==> config.mk <==
export PLATFORM = sky130hd
export DESIGN_NAME = otf_fault_response
export DESIGN_NICKNAME = d
export VERILOG_FILES = /design/src/logic/otf_pkg.sv /design/src/logic/otf_fault_response.sv
export SDC_FILE = /design/constraint.sdc
export NUM_CORES = 1
export LEC_CHECK = 0
export BUFFER_PORTS_ARGS = -buffer_cell sky130_fd_sc_hd__buf_2
export CAP_MARGIN = 25
export CORE_MARGIN = 1
export CORE_UTILIZATION = 50
export CTS_BUF_LIST = sky130_fd_sc_hd__clkbuf_4
export DETAILED_ROUTE_END_ITERATION = 7
export HOLD_SLACK_MARGIN = 0.03
export PLACE_DENSITY_LB_ADDON = 0.08
export SKIP_LAST_GASP = 1
export SLEW_MARGIN = 25
export SYNTH_ARGS = -nofsm -noshare
export SYNTH_HDL_FRONTEND = slang
export SYNTH_SLANG_ARGS = --single-unit
==> constraint.sdc <==
create_clock -name clk -period 5.3 [get_ports clk]
set_clock_uncertainty 0.15 [all_clocks]
set_input_delay 1.06 -clock clk [delete_from_list [all_inputs] [get_ports clk]]
set_output_delay 1.06 -clock clk [all_outputs]
set_load 0.02 [all_outputs]
==> src/logic/otf_pkg.sv <==
/*
 Constants for the over-temperature fault response block: register codes,
 field positions, reset values and timing counts.
 Assumes the register port is a simple command-code addressed write/read port.
*/
// Overview of operation
// - Hold a 16-bit over-temperature threshold in linear format, degrees Celsius.
// - Action 00: keep running through an over-temperature fault.
// - Action 01: run for the delay; if fault persists, follow retry field.
// - Action 10: disable output at once, then follow retry field.
// - Action 11: stay disabled until cleared; clearing status bit clears it.
// - Clear-faults command or reset input clears a latched fault.
// - Output commanded off then on clears a latched fault.
// - Retry 000: no restart, stay disabled until cleared.
// - Retry 001: one restart attempt, then latch off.
// - Retry 010: two restart attempts, then latch off.
// - Retry 011: three restart attempts, then latch off.
// - Retry 100: four restart attempts, then latch off.
// - Attempt-to-attempt interval is delay count times delay unit.
// - Retry 101 and 110: five and six attempts, then latch off.
// - Retry 111: retry without limit until commanded off.
// - Delay codes 0,1,2,3,5,6,7 mean 1,2,8,16,32,64,128 units.
// - Delay unit length comes from the time-unit configuration input.
package otf_pkg;
    localparam logic [7:0]  REG_THRESHOLD   = 8'h4F;
    localparam logic [7:0]  REG_ACTION      = 8'h50;
    localparam logic [15:0] THRESHOLD_RESET = 16'h0000;
    localparam logic [7:0]  ACTION_RESET    = 8'h00;
    localparam int          RESP_MSB        = 7;
    localparam int          RESP_LSB        = 6;
    localparam int          RETRY_MSB       = 5;
    localparam int          RETRY_LSB       = 3;
    localparam int          DELAY_MSB       = 2;
    localparam int          DELAY_LSB       = 0;
    localparam logic [1:0]  RESP_IGNORE     = 2'h0;
    localparam logic [1:0]  RESP_RUN_RETRY  = 2'h1;
    localparam logic [1:0]  RESP_DIS_RETRY  = 2'h2;
    localparam logic [1:0]  RESP_LATCH      = 2'h3;
    localparam logic [2:0]  RETRY_NONE      = 3'h0;
    localparam logic [2:0]  RETRY_FOREVER   = 3'h7;
    localparam int          CLK_MHZ         = 50;
    localparam int          UNIT_US_DEFAULT = 1;
    localparam int          UNIT_CYCLES     = UNIT_US_DEFAULT * CLK_MHZ;
    typedef enum logic [2:0] {OTF_RUN, OTF_WAIT_RUN, OTF_OFF_WAIT, OTF_RESTART, OTF_LATCHED} otf_state_e;
endpackage : otf_pkg

==> src/logic/otf_fault_response.sv <==
/*
 Over-temperature fault response: threshold and action registers, fault
 detection, delay timing, retry counting and output latch-off.
 Assumes temperature is a linear-format word on the same clock, and the
 command port is driven by the bus front end on the same clock.
*/
`timescale 1ns/1ps
module otf_fault_response
    import otf_pkg::*;
#(
    parameter int UNIT_CYCLES_P = UNIT_CYCLES
) (
    input  wire logic        clk,
    input  wire logic        reset_n,
    input  wire logic        reg_wr,
    input  wire logic        reg_rd,
    input  wire logic [7:0]  reg_code,
    input  wire logic [15:0] reg_wdata,
    output logic      [15:0] reg_rdata,
    output logic             reg_valid,
    input  wire logic        clear_faults,
    input  wire logic        clear_status_bit,
    input  wire logic        output_cmd_on,
    input  wire logic [15:0] unit_cycles_cfg,
    input  wire logic [15:0] temperature,
    output logic             output_enable,
    output logic             fault_status,
    output logic [2:0]       attempts_made
);
    ////////////////////////////////////////////////////////////////////////////
    logic [15:0] threshold_reg;
    logic [7:0]  action_reg;
    otf_state_e  state_reg;
    logic [15:0] unit_cnt_reg;
    logic [7:0]  units_left_reg;
    logic [2:0]  attempts_reg;
    logic        cmd_on_d_reg;
    logic        fault_now;
    logic        clear_evt;
    logic        unit_tick;
    logic [7:0]  delay_units;
    logic [1:0]  resp;
    logic [2:0]  retry;
    logic [15:0] unit_len;

    assign resp  = action_reg[RESP_MSB:RESP_LSB];
    assign retry = action_reg[RETRY_MSB:RETRY_LSB];

    // Linear words compared as signed; exponent equal assumed by the caller
    assign fault_now = $signed(temperature) > $signed(threshold_reg);

    // Falling then rising command counts as a power cycle clear
    assign clear_evt = clear_faults | clear_status_bit | (output_cmd_on & ~cmd_on_d_reg);

    // Zero unit length is not meaningful, so it falls back to the default
    assign unit_len  = (unit_cycles_cfg == 16'h0000) ? UNIT_CYCLES_P[15:0] : unit_cycles_cfg;
    assign unit_tick = (unit_cnt_reg == unit_len - 16'h0001);

    // Code 4 is not listed; it is treated like code 3 (16 units)
    always_comb begin
        unique case (action_reg[DELAY_MSB:DELAY_LSB])
            3'h0: delay_units = 8'h01;
            3'h1: delay_units = 8'h02;
            3'h2: delay_units = 8'h08;
            3'h3: delay_units = 8'h10;
            3'h4: delay_units = 8'h10;
            3'h5: delay_units = 8'h20;
            3'h6: delay_units = 8'h40;
            3'h7: delay_units = 8'h80;
        endcase
    end

    ////////////////////////////////////////////////////////////////////////////
    // Register writes
    always_ff @(posedge clk or negedge reset_n) begin
        if (!reset_n) begin
            threshold_reg <= THRESHOLD_RESET;
            action_reg    <= ACTION_RESET;
        end else if (reg_wr) begin
            if (reg_code == REG_THRESHOLD) begin
                threshold_reg <= reg_wdata;
            end
            if (reg_code == REG_ACTION) begin
                action_reg <= reg_wdata[7:0];
            end
        end
    end

    // Register reads; unmapped codes return zero with valid
    always_ff @(posedge clk or negedge reset_n) begin
        if (!reset_n) begin
            reg_rdata <= 16'h0000;
            reg_valid <= 1'b0;
        end else begin
            reg_valid <= reg_rd;
            if (reg_rd) begin
                if (reg_code == REG_THRESHOLD) begin
                    reg_rdata <= threshold_reg;
                end else if (reg_code == REG_ACTION) begin
                    reg_rdata <= {8'h00, action_reg};
                end else begin
                    reg_rdata <= 16'h0000;
                end
            end
        end
    end

    // Command edge history; resets to on so a host holding the output on
    // through reset does not look like an off-on clear
    always_ff @(posedge clk or negedge reset_n) begin
        if (!reset_n) begin
            cmd_on_d_reg <= 1'b1;
        end else begin
            cmd_on_d_reg <= output_cmd_on;
        end
    end

    ////////////////////////////////////////////////////////////////////////////
    // Delay unit prescaler, restarted whenever a new delay begins
    always_ff @(posedge clk or negedge reset_n) begin
        if (!reset_n) begin
            unit_cnt_reg <= 16'h0000;
        end else if (state_reg == OTF_RUN || state_reg == OTF_RESTART || state_reg == OTF_LATCHED || unit_tick) begin
            unit_cnt_reg <= 16'h0000;
        end else begin
            unit_cnt_reg <= unit_cnt_reg + 16'h0001;
        end
    end

    ////////////////////////////////////////////////////////////////////////////
    // Response sequencer
    always_ff @(posedge clk or negedge reset_n) begin
        if (!reset_n) begin
            state_reg      <= OTF_RUN;
            units_left_reg <= 8'h00;
            attempts_reg   <= 3'h0;
        end else if (clear_evt || !output_cmd_on) begin
            // Clear and command-off both end any retry sequence
            state_reg      <= OTF_RUN;
            attempts_reg   <= 3'h0;
            units_left_reg <= 8'h00;
        end else begin
            unique case (state_reg)
                OTF_RUN: begin
                    units_left_reg <= delay_units;
                    if (fault_now) begin
                        unique case (resp)
                            RESP_IGNORE:    state_reg <= OTF_RUN;
                            RESP_RUN_RETRY: state_reg <= OTF_WAIT_RUN;
                            RESP_DIS_RETRY: state_reg <= (retry == RETRY_NONE) ? OTF_LATCHED : OTF_OFF_WAIT;
                            RESP_LATCH:     state_reg <= OTF_LATCHED;
                        endcase
                    end
                end
                OTF_WAIT_RUN: begin
                    // Output stays on while the delay runs
                    if (unit_tick) begin
                        units_left_reg <= units_left_reg - 8'h01;
                        if (units_left_reg == 8'h01) begin
                            units_left_reg <= delay_units;
                            if (!fault_now) begin
                                state_reg <= OTF_RUN;
                            end else begin
                                state_reg <= (retry == RETRY_NONE) ? OTF_LATCHED : OTF_OFF_WAIT;
                            end
                        end
                    end
                end
                OTF_OFF_WAIT: begin
                    if (unit_tick) begin
                        units_left_reg <= units_left_reg - 8'h01;
                        if (units_left_reg == 8'h01) begin
                            state_reg <= OTF_RESTART;
                        end
                    end
                end
                OTF_RESTART: begin
                    // One restart attempt: output back on, fault sampled again
                    units_left_reg <= delay_units;
                    if (retry != RETRY_FOREVER) begin
                        attempts_reg <= attempts_reg + 3'h1;
                    end
                    if (!fault_now) begin
                        state_reg    <= OTF_RUN;
                        attempts_reg <= 3'h0;
                    end else if (retry == RETRY_FOREVER) begin
                        state_reg <= OTF_OFF_WAIT;
                    end else if (attempts_reg + 3'h1 >= retry) begin
                        state_reg <= OTF_LATCHED;
                    end else begin
                        state_reg <= OTF_OFF_WAIT;
                    end
                end
                OTF_LATCHED: begin
                    state_reg <= OTF_LATCHED;
                end
            endcase
        end
    end

    ////////////////////////////////////////////////////////////////////////////
    // Output drive and status
    always_ff @(posedge clk or negedge reset_n) begin
        if (!reset_n) begin
            output_enable <= 1'b0;
            fault_status  <= 1'b0;
        end else begin
            output_enable <= output_cmd_on & (state_reg == OTF_RUN || state_reg == OTF_WAIT_RUN || state_reg == OTF_RESTART);
            // Set wins over a clear in the same cycle
            if (fault_now && resp != RESP_IGNORE) begin
                fault_status <= 1'b1;
            end else if (clear_evt) begin
                fault_status <= 1'b0;
            end
        end
    end

    assign attempts_made = attempts_reg;
endmodule : otf_fault_response

* Word-level counts from Yosys, hierarchy flattened
Memory sizes are Yosys's and may differ from the RTL's. Cells that the tools add are included. W data, S select, Z words.
Operators by class: reduce and logical (&&, ||, !) cells 22, magnitude comparators 2, $mul 0, add/sub/neg operators 4, shift-type cells 0, multiplexer cells 28, eq/ne operators 19, div/mod/pow operators 0, bitwise operators 5
Operator list (count):
- $mux W16 | 3
- $mux W3 | 15
- $mux W8 | 5
- $pmux W8 S3 | 1
- $add A16 B1 Y16 const B | 1
- $eq A16 B16 Y1 | 1
- $eq A8 B7 Y1 const B | 2
- $gt A16 B16 Y1 | 1
- $logic_not A16 Y1 | 1
- $sub A16 B1 Y16 const B | 1
- $ne A3 B3 Y1 const B | 5
- $pmux W3 S5 | 1
- $pmux W3 S4 | 1
- $eq A8 B1 Y1 const B | 1
- $sub A8 B1 Y8 const B | 1
- $eq A3 B2 Y1 const B | 2
- $eq A3 B3 Y1 const B | 2
- $logic_not A3 Y1 | 2
- $logic_or A1 B1 Y1 | 6
- $reduce_and A2 Y1 | 3
- $reduce_bool A2 Y1 | 3
- $reduce_and A5 Y1 | 1
- $eq A2 B2 Y1 const B | 2
- $reduce_bool A4 Y1 | 1
- other kinds (15) | 18
Word-level totals: flip-flop bits (word level) 74, memories 1, bits in writable memories 0, latch bits 0, output and inout bits 22, ROM bits 56, bits of input ports 63
Memory list:
- (name not given) | words 8, bits a word 7, read ports 1, clocked after Yosys merged registers in 0, write ports 0, line otf_fault_response.sv:61 | unique case (action_reg[DELAY_MSB:DELAY_LSB])

* Depth between registers and ports, before layout
depth in word-level cells 7, depth in mapped cells 14, gate-level depth less buffers 12

* Worst setup path after synthesis
No wires, ideal clock.
kind input -> register, from input port unit_cycles_cfg[6], to register units_left_reg[7], setup time 0.094 ns, path buffers 1, arrival time 4.772 ns, cell stages on the path 12, slack 0.284 ns, path through or4_1 buf_2 nor4_1 a21oi_1 ha_1 xnor2_1 or3_1 or4b_2 nor4_4 nand3_4 a221o_1 a221oi_2
Between the ends: word-level cells in the longest chain between the ends 6, elaborated cells between the ends (all ways) 7, classes of those cells add/sub (1); eq/ne (3); mux (1); reduce/logical (2)
Ends and longest elaborated chain:
- from (decl) | line otf_fault_response.sv:24 | input wire logic [15:0] unit_cycles_cfg,
- $logic_not A16 Y1 | line otf_fault_response.sv:56 | assign unit_len = (unit_cycles_cfg == 16'h0000) ? UNIT_CYCLES_P[15:0] : unit_cycles_cfg;
- $mux W16 * | line otf_fault_response.sv:56
- $sub A16 B1 Y16 * | line otf_fault_response.sv:57 | assign unit_tick = (unit_cnt_reg == unit_len - 16'h0001);
- $eq A16 B16 Y1 * | line otf_fault_response.sv:57
- $ne A3 B3 Y1 (no source line)
- $reduce_and A3 Y1 (no source line) *
- to (signal assigned) | line otf_fault_response.sv:145 | units_left_reg <= delay_units;
- to (signal assigned) | line otf_fault_response.sv:158 | units_left_reg <= units_left_reg - 8'h01;
- to (signal assigned) | line otf_fault_response.sv:160 | units_left_reg <= delay_units;
- to (decl) | line otf_fault_response.sv:35 | logic [7:0] units_left_reg;
Every way passes the cells marked *; elsewhere a longest branch is shown, timed or not. A chain may end at the register's enable or synchronous reset.

* Worst setup path in the final report
Same ends and word-level chain as after synthesis.

==> impl_metrics.prom <==
# TYPE chip_impl_metric gauge
chip_impl_info{name="run_status",value="finished clean"} 1
chip_impl_metric{name="grt_pass1_wl",unit="µm"} 19300
chip_impl_metric{name="diodes",unit=""} 0
chip_impl_info{name="tritoncts_clock_tree",value="built"} 1
chip_impl_metric{name="detail_route.iter0.violations",unit=""} 242
chip_impl_metric{name="antenna_left",unit=""} 0
chip_impl_metric{name="synth.lib_cells_used.distinct",unit=""} 77
chip_impl_metric{name="grt_start_max_net_pins",unit=""} 75
chip_impl_metric{name="hold-worst-slack",unit="ns"} 0.366
chip_impl_metric{name="yosys.area_share.xor_xnor",unit="%"} 6.96
chip_impl_info{name="synth.area.top_cells",value="sky130_fd_sc_hd__dfrtp_1 (37%), sky130_fd_sc_hd__ha_1 (6.1%), sky130_fd_sc_hd__xnor2_1 (3.9%)"} 1
chip_impl_metric{name="portion_of_netlist_area_occupied_by_mux_cells",unit="%"} 3.72
chip_impl_metric{name="full_die_area",unit="mm²"} 0.0102
chip_impl_metric{name="cp_max_fo",unit=""} 8
chip_impl_metric{name="synth_seq_cells",unit=""} 74
chip_impl_metric{name="placed_cells",unit=""} 752
chip_impl_metric{name="finalHoldViolations",unit=""} 0
chip_impl_metric{name="detailroute.via_count",unit=""} 4307
chip_impl_metric{name="synth_simple_gate_area_share",unit="%"} 22.4
chip_impl_metric{name="post-route-min-period",unit="ns"} 4.64
chip_impl_metric{name="grt_use_total",unit="%"} 24.1
chip_impl_metric{name="globalplace.congestion",unit=""} 0.859
chip_impl_metric{name="synth_adder_area_share",unit="%"} 6.12
chip_impl_info{name="worst-setup-path-type",value="in -> reg"} 1
chip_impl_metric{name="num_rows",unit=""} 35
chip_impl_metric{name="synth_enable_flop_cells",unit=""} 0
chip_impl_metric{name="seq_area_frac_synth",unit="%"} 37.8
chip_impl_metric{name="clkTransAtPathRegs",unit="ns"} 0.13
chip_impl_metric{name="synthArstFlopShare",unit="%"} 100
chip_impl_metric{name="powerDensity",unit="mW/mm²"} 209
chip_impl_metric{name="setup-tns-final",unit="ns"} 0
chip_impl_metric{name="areaGrowthSynthToFinish",unit="%"} 14.0
chip_impl_metric{name="cts_resized",unit=""} 0
chip_impl_metric{name="relSlewSlack",unit="%"} 46.9
chip_impl_metric{name="cts_max_path_buffers",unit=""} 2
chip_impl_metric{name="mappedNetlistNets",unit=""} 640
chip_impl_metric{name="postCtsHoldBufs",unit=""} 0
chip_impl_metric{name="tightestPinTransition",unit="ns"} 0.793
chip_impl_metric{name="dieHeight",unit="µm"} 101
chip_impl_info{name="largest_family_of_logic_cells_by_synthesized_area",value="simple AND/OR/NAND/NOR gates"} 1
chip_impl_metric{name="cap_violations",unit=""} 0
chip_impl_metric{name="cts_post_setup_buffers_inserted",unit=""} 0
chip_impl_metric{name="fmaxAchievable",unit="MHz"} 216
chip_impl_metric{name="cp.required",unit="ns"} 5.48
chip_impl_metric{name="drt_pre_antenna_iters",unit=""} 5
chip_impl_metric{name="synth_compound_area_share",unit="%"} 17.4
chip_impl_metric{name="layout_worst_path_cycle_share",unit="%"} 87.5
chip_impl_metric{name="dieWidth",unit="µm"} 101
chip_impl_metric{name="layout-drive-gt1-share",unit="%"} 21.6
chip_impl_metric{name="synthesis.area_per_instance",unit="µm²"} 8.87
chip_impl_info{name="synth.largest_area_cell",value="sky130_fd_sc_hd__dfrtp_1"} 1
chip_impl_metric{name="fin_nets",unit=""} 721
chip_impl_metric{name="effective_utilization_at_floorplan",unit="%"} 52.3
chip_impl_info{name="grt_setup_unrepaired",value="false"} 1
chip_impl_metric{name="drt-total-wl",unit="µm"} 11400
chip_impl_metric{name="dp_hpwl",unit="µm"} 8410
chip_impl_info{name="critPathLaunchType",value="input pin"} 1
chip_impl_metric{name="grt_pass1_vias",unit=""} 4164
chip_impl_metric{name="vdd_drop_max",unit="mV"} 0.115
chip_impl_info{name="commonest_cells_in_the_synthesized_netlist",value="sky130_fd_sc_hd__dfrtp_1 (73), sky130_fd_sc_hd__nor2_1 (48), sky130_fd_sc_hd__nand2_1 (45)"} 1
chip_impl_info{name="ctsRootBufferMaster",value="sky130_fd_sc_hd__clkbuf_4"} 1
chip_impl_metric{name="pin_count",unit=""} 85
chip_impl_metric{name="cts-buffers-inserted",unit=""} 9
chip_impl_metric{name="initial_antenna_violation_count",unit=""} 1
chip_impl_metric{name="drt-vias-per-instance",unit=""} 5.61
chip_impl_metric{name="port_buffers",unit=""} 84
chip_impl_info{name="synth-main-ff-cell",value="sky130_fd_sc_hd__dfrtp_1"} 1
chip_impl_metric{name="drcViolationCount",unit=""} 0
chip_impl_metric{name="finalNonFillerCells",unit=""} 768
chip_impl_metric{name="power.static_leakage",unit="nW"} 2.48
chip_impl_info{name="hold_path_class",value="reg -> reg"} 1
chip_impl_metric{name="wl_per_cell",unit="µm"} 14.8
chip_impl_metric{name="htreeDepth",unit=""} 3
chip_impl_metric{name="insertion_delay",unit="ns"} 0.42
chip_impl_metric{name="yosys_warnings",unit=""} 0
chip_impl_metric{name="post-synth-top-area-fraction",unit="%"} 37.2
chip_impl_metric{name="setup-violations-final",unit=""} 0
chip_impl_metric{name="slew_viol_final",unit=""} 0
chip_impl_metric{name="syn_inst",unit=""} 553
chip_impl_info{name="cp-end-kind",value="flop"} 1
chip_impl_metric{name="globalRouteOverflowTotal",unit=""} 0
chip_impl_metric{name="cts_sinks",unit=""} 74
chip_impl_info{name="top_count_cell_post_synth",value="sky130_fd_sc_hd__dfrtp_1"} 1
chip_impl_metric{name="synthesis.area",unit="mm²"} 0.00490
chip_impl_metric{name="coreArea",unit="mm²"} 0.00937
chip_impl_metric{name="wp_data_arrival",unit="ns"} 4.82
==> final timing paths <==
check	from	to	slack [ns]	depth (start not counted)
max	unit_cycles_cfg[6]	units_left_reg[7]$_DFFE_PN0P_	0.66	12
min	threshold_reg[9]$_DFFE_PN0P_	reg_rdata[9]$_DFFE_PN0P_	0.37	2
max reg2reg	unit_cnt_reg[10]$_DFF_PN0_	units_left_reg[7]$_DFFE_PN0P_	2.13	8
min reg2reg	threshold_reg[9]$_DFFE_PN0P_	reg_rdata[9]$_DFFE_PN0P_	0.37	2
max in group asynchronous	reset_n	reg_rdata[12]$_DFFE_PN0P_	4.03	1
min in group asynchronous	reset_n	unit_cnt_reg[14]$_DFF_PN0_	0.49	1
==> layout by cell type (no fill, tap or decap), types with 9 or more instances in the layout <==
master / count
sky130_fd_sc_hd__xor2_1: 17
sky130_fd_sc_hd__inv_1: 39
sky130_fd_sc_hd__ha_1: 24
sky130_fd_sc_hd__buf_4: 9
sky130_fd_sc_hd__nor3_1: 14
sky130_fd_sc_hd__a21oi_1: 32
sky130_fd_sc_hd__clkbuf_4: 10
sky130_fd_sc_hd__nand3_1: 24
sky130_fd_sc_hd__nor2_1: 48
sky130_fd_sc_hd__buf_2: 83
sky130_fd_sc_hd__o21ai_0: 32
sky130_fd_sc_hd__xnor2_1: 22
sky130_fd_sc_hd__mux2_2: 10
sky130_fd_sc_hd__nand2_1: 45
sky130_fd_sc_hd__dfrtp_1: 73
sky130_fd_sc_hd__nand4_1: 15
==> power by group <==
| part | switching [mW] | internal (mW) | total, mW |
|---|---|---|---|
| Sequential | 0.0149 | 0.584 | 0.599 |
| Combinational | 0.0982 | 0.0713 | 0.170 |
| Clock | 0.207 | 0.195 | 0.402 |
| Total | 0.320 | 0.850 | 1.17 |
==> worst max-delay path, cell delays in order <==
cell and delay [ns]:
sky130_fd_sc_hd__buf_2 0.13, sky130_fd_sc_hd__or4_1 0.55, sky130_fd_sc_hd__nor4_1 0.35, sky130_fd_sc_hd__a21oi_1 0.12, sky130_fd_sc_hd__ha_1 0.30, sky130_fd_sc_hd__xnor2_1 0.12, sky130_fd_sc_hd__or3_1 0.35, sky130_fd_sc_hd__or4b_2 0.67
sky130_fd_sc_hd__nor4_4 0.39, sky130_fd_sc_hd__nand3_4 0.18, sky130_fd_sc_hd__a221o_1 0.36, sky130_fd_sc_hd__a221oi_2 0.21
==> metal layers <==
metal / vias to the layer above / part of all wire [%] / track usage (%)
li1: 2157 / - / -
met1: 1998 / 46 / 31.0
met2: 126 / 46 / 40.3
met3: 24 / 4.8 / 3.54
met4: 2 / 2.5 / 10.5
met5: - / 0.097 / 0
==> logic make-up (layout without fill, tap and decap cells) <==
group / Yosys count / count (layout)
multiplexers: 17 / 17
adder cells (fa/ha/maj): 24 / 24
XOR/XNOR: 39 / 39
AND/OR/NAND/NOR: 208 / 208
buffers and inverters: 62 / 148
flip-flops: 74 / 74
AO/OA/AOI/OAI: 129 / 129
==> per-stage QoR <==
step	cell area (µm²)	util, %	power (mW)	worst slack [ns]
after floorplan	4900	-	0.705	0.284
after global placement	5430	58.0	0.775	0.317
after detailed placement	5430	58.0	0.780	0.249
after CTS	5590	59.6	1.18	0.669
after global routing	5590	59.7	1.23	0.433
final	5590	59.7	1.17	0.663
==> final cells by class <==
class | count | area, µm²
Sequential cell | 74 | 1850
Fill cell | 870 | 3780
Multi-Input combinational cell | 417 | 2780
Tap cell | 129 | 161
Timing Repair Buffer | 93 | 494
Clock buffer | 10 | 75.1
Inverter | 39 | 146
Clock inverter | 6 | 82.6
No activity file was read; power rests on OpenSTA's default activity.
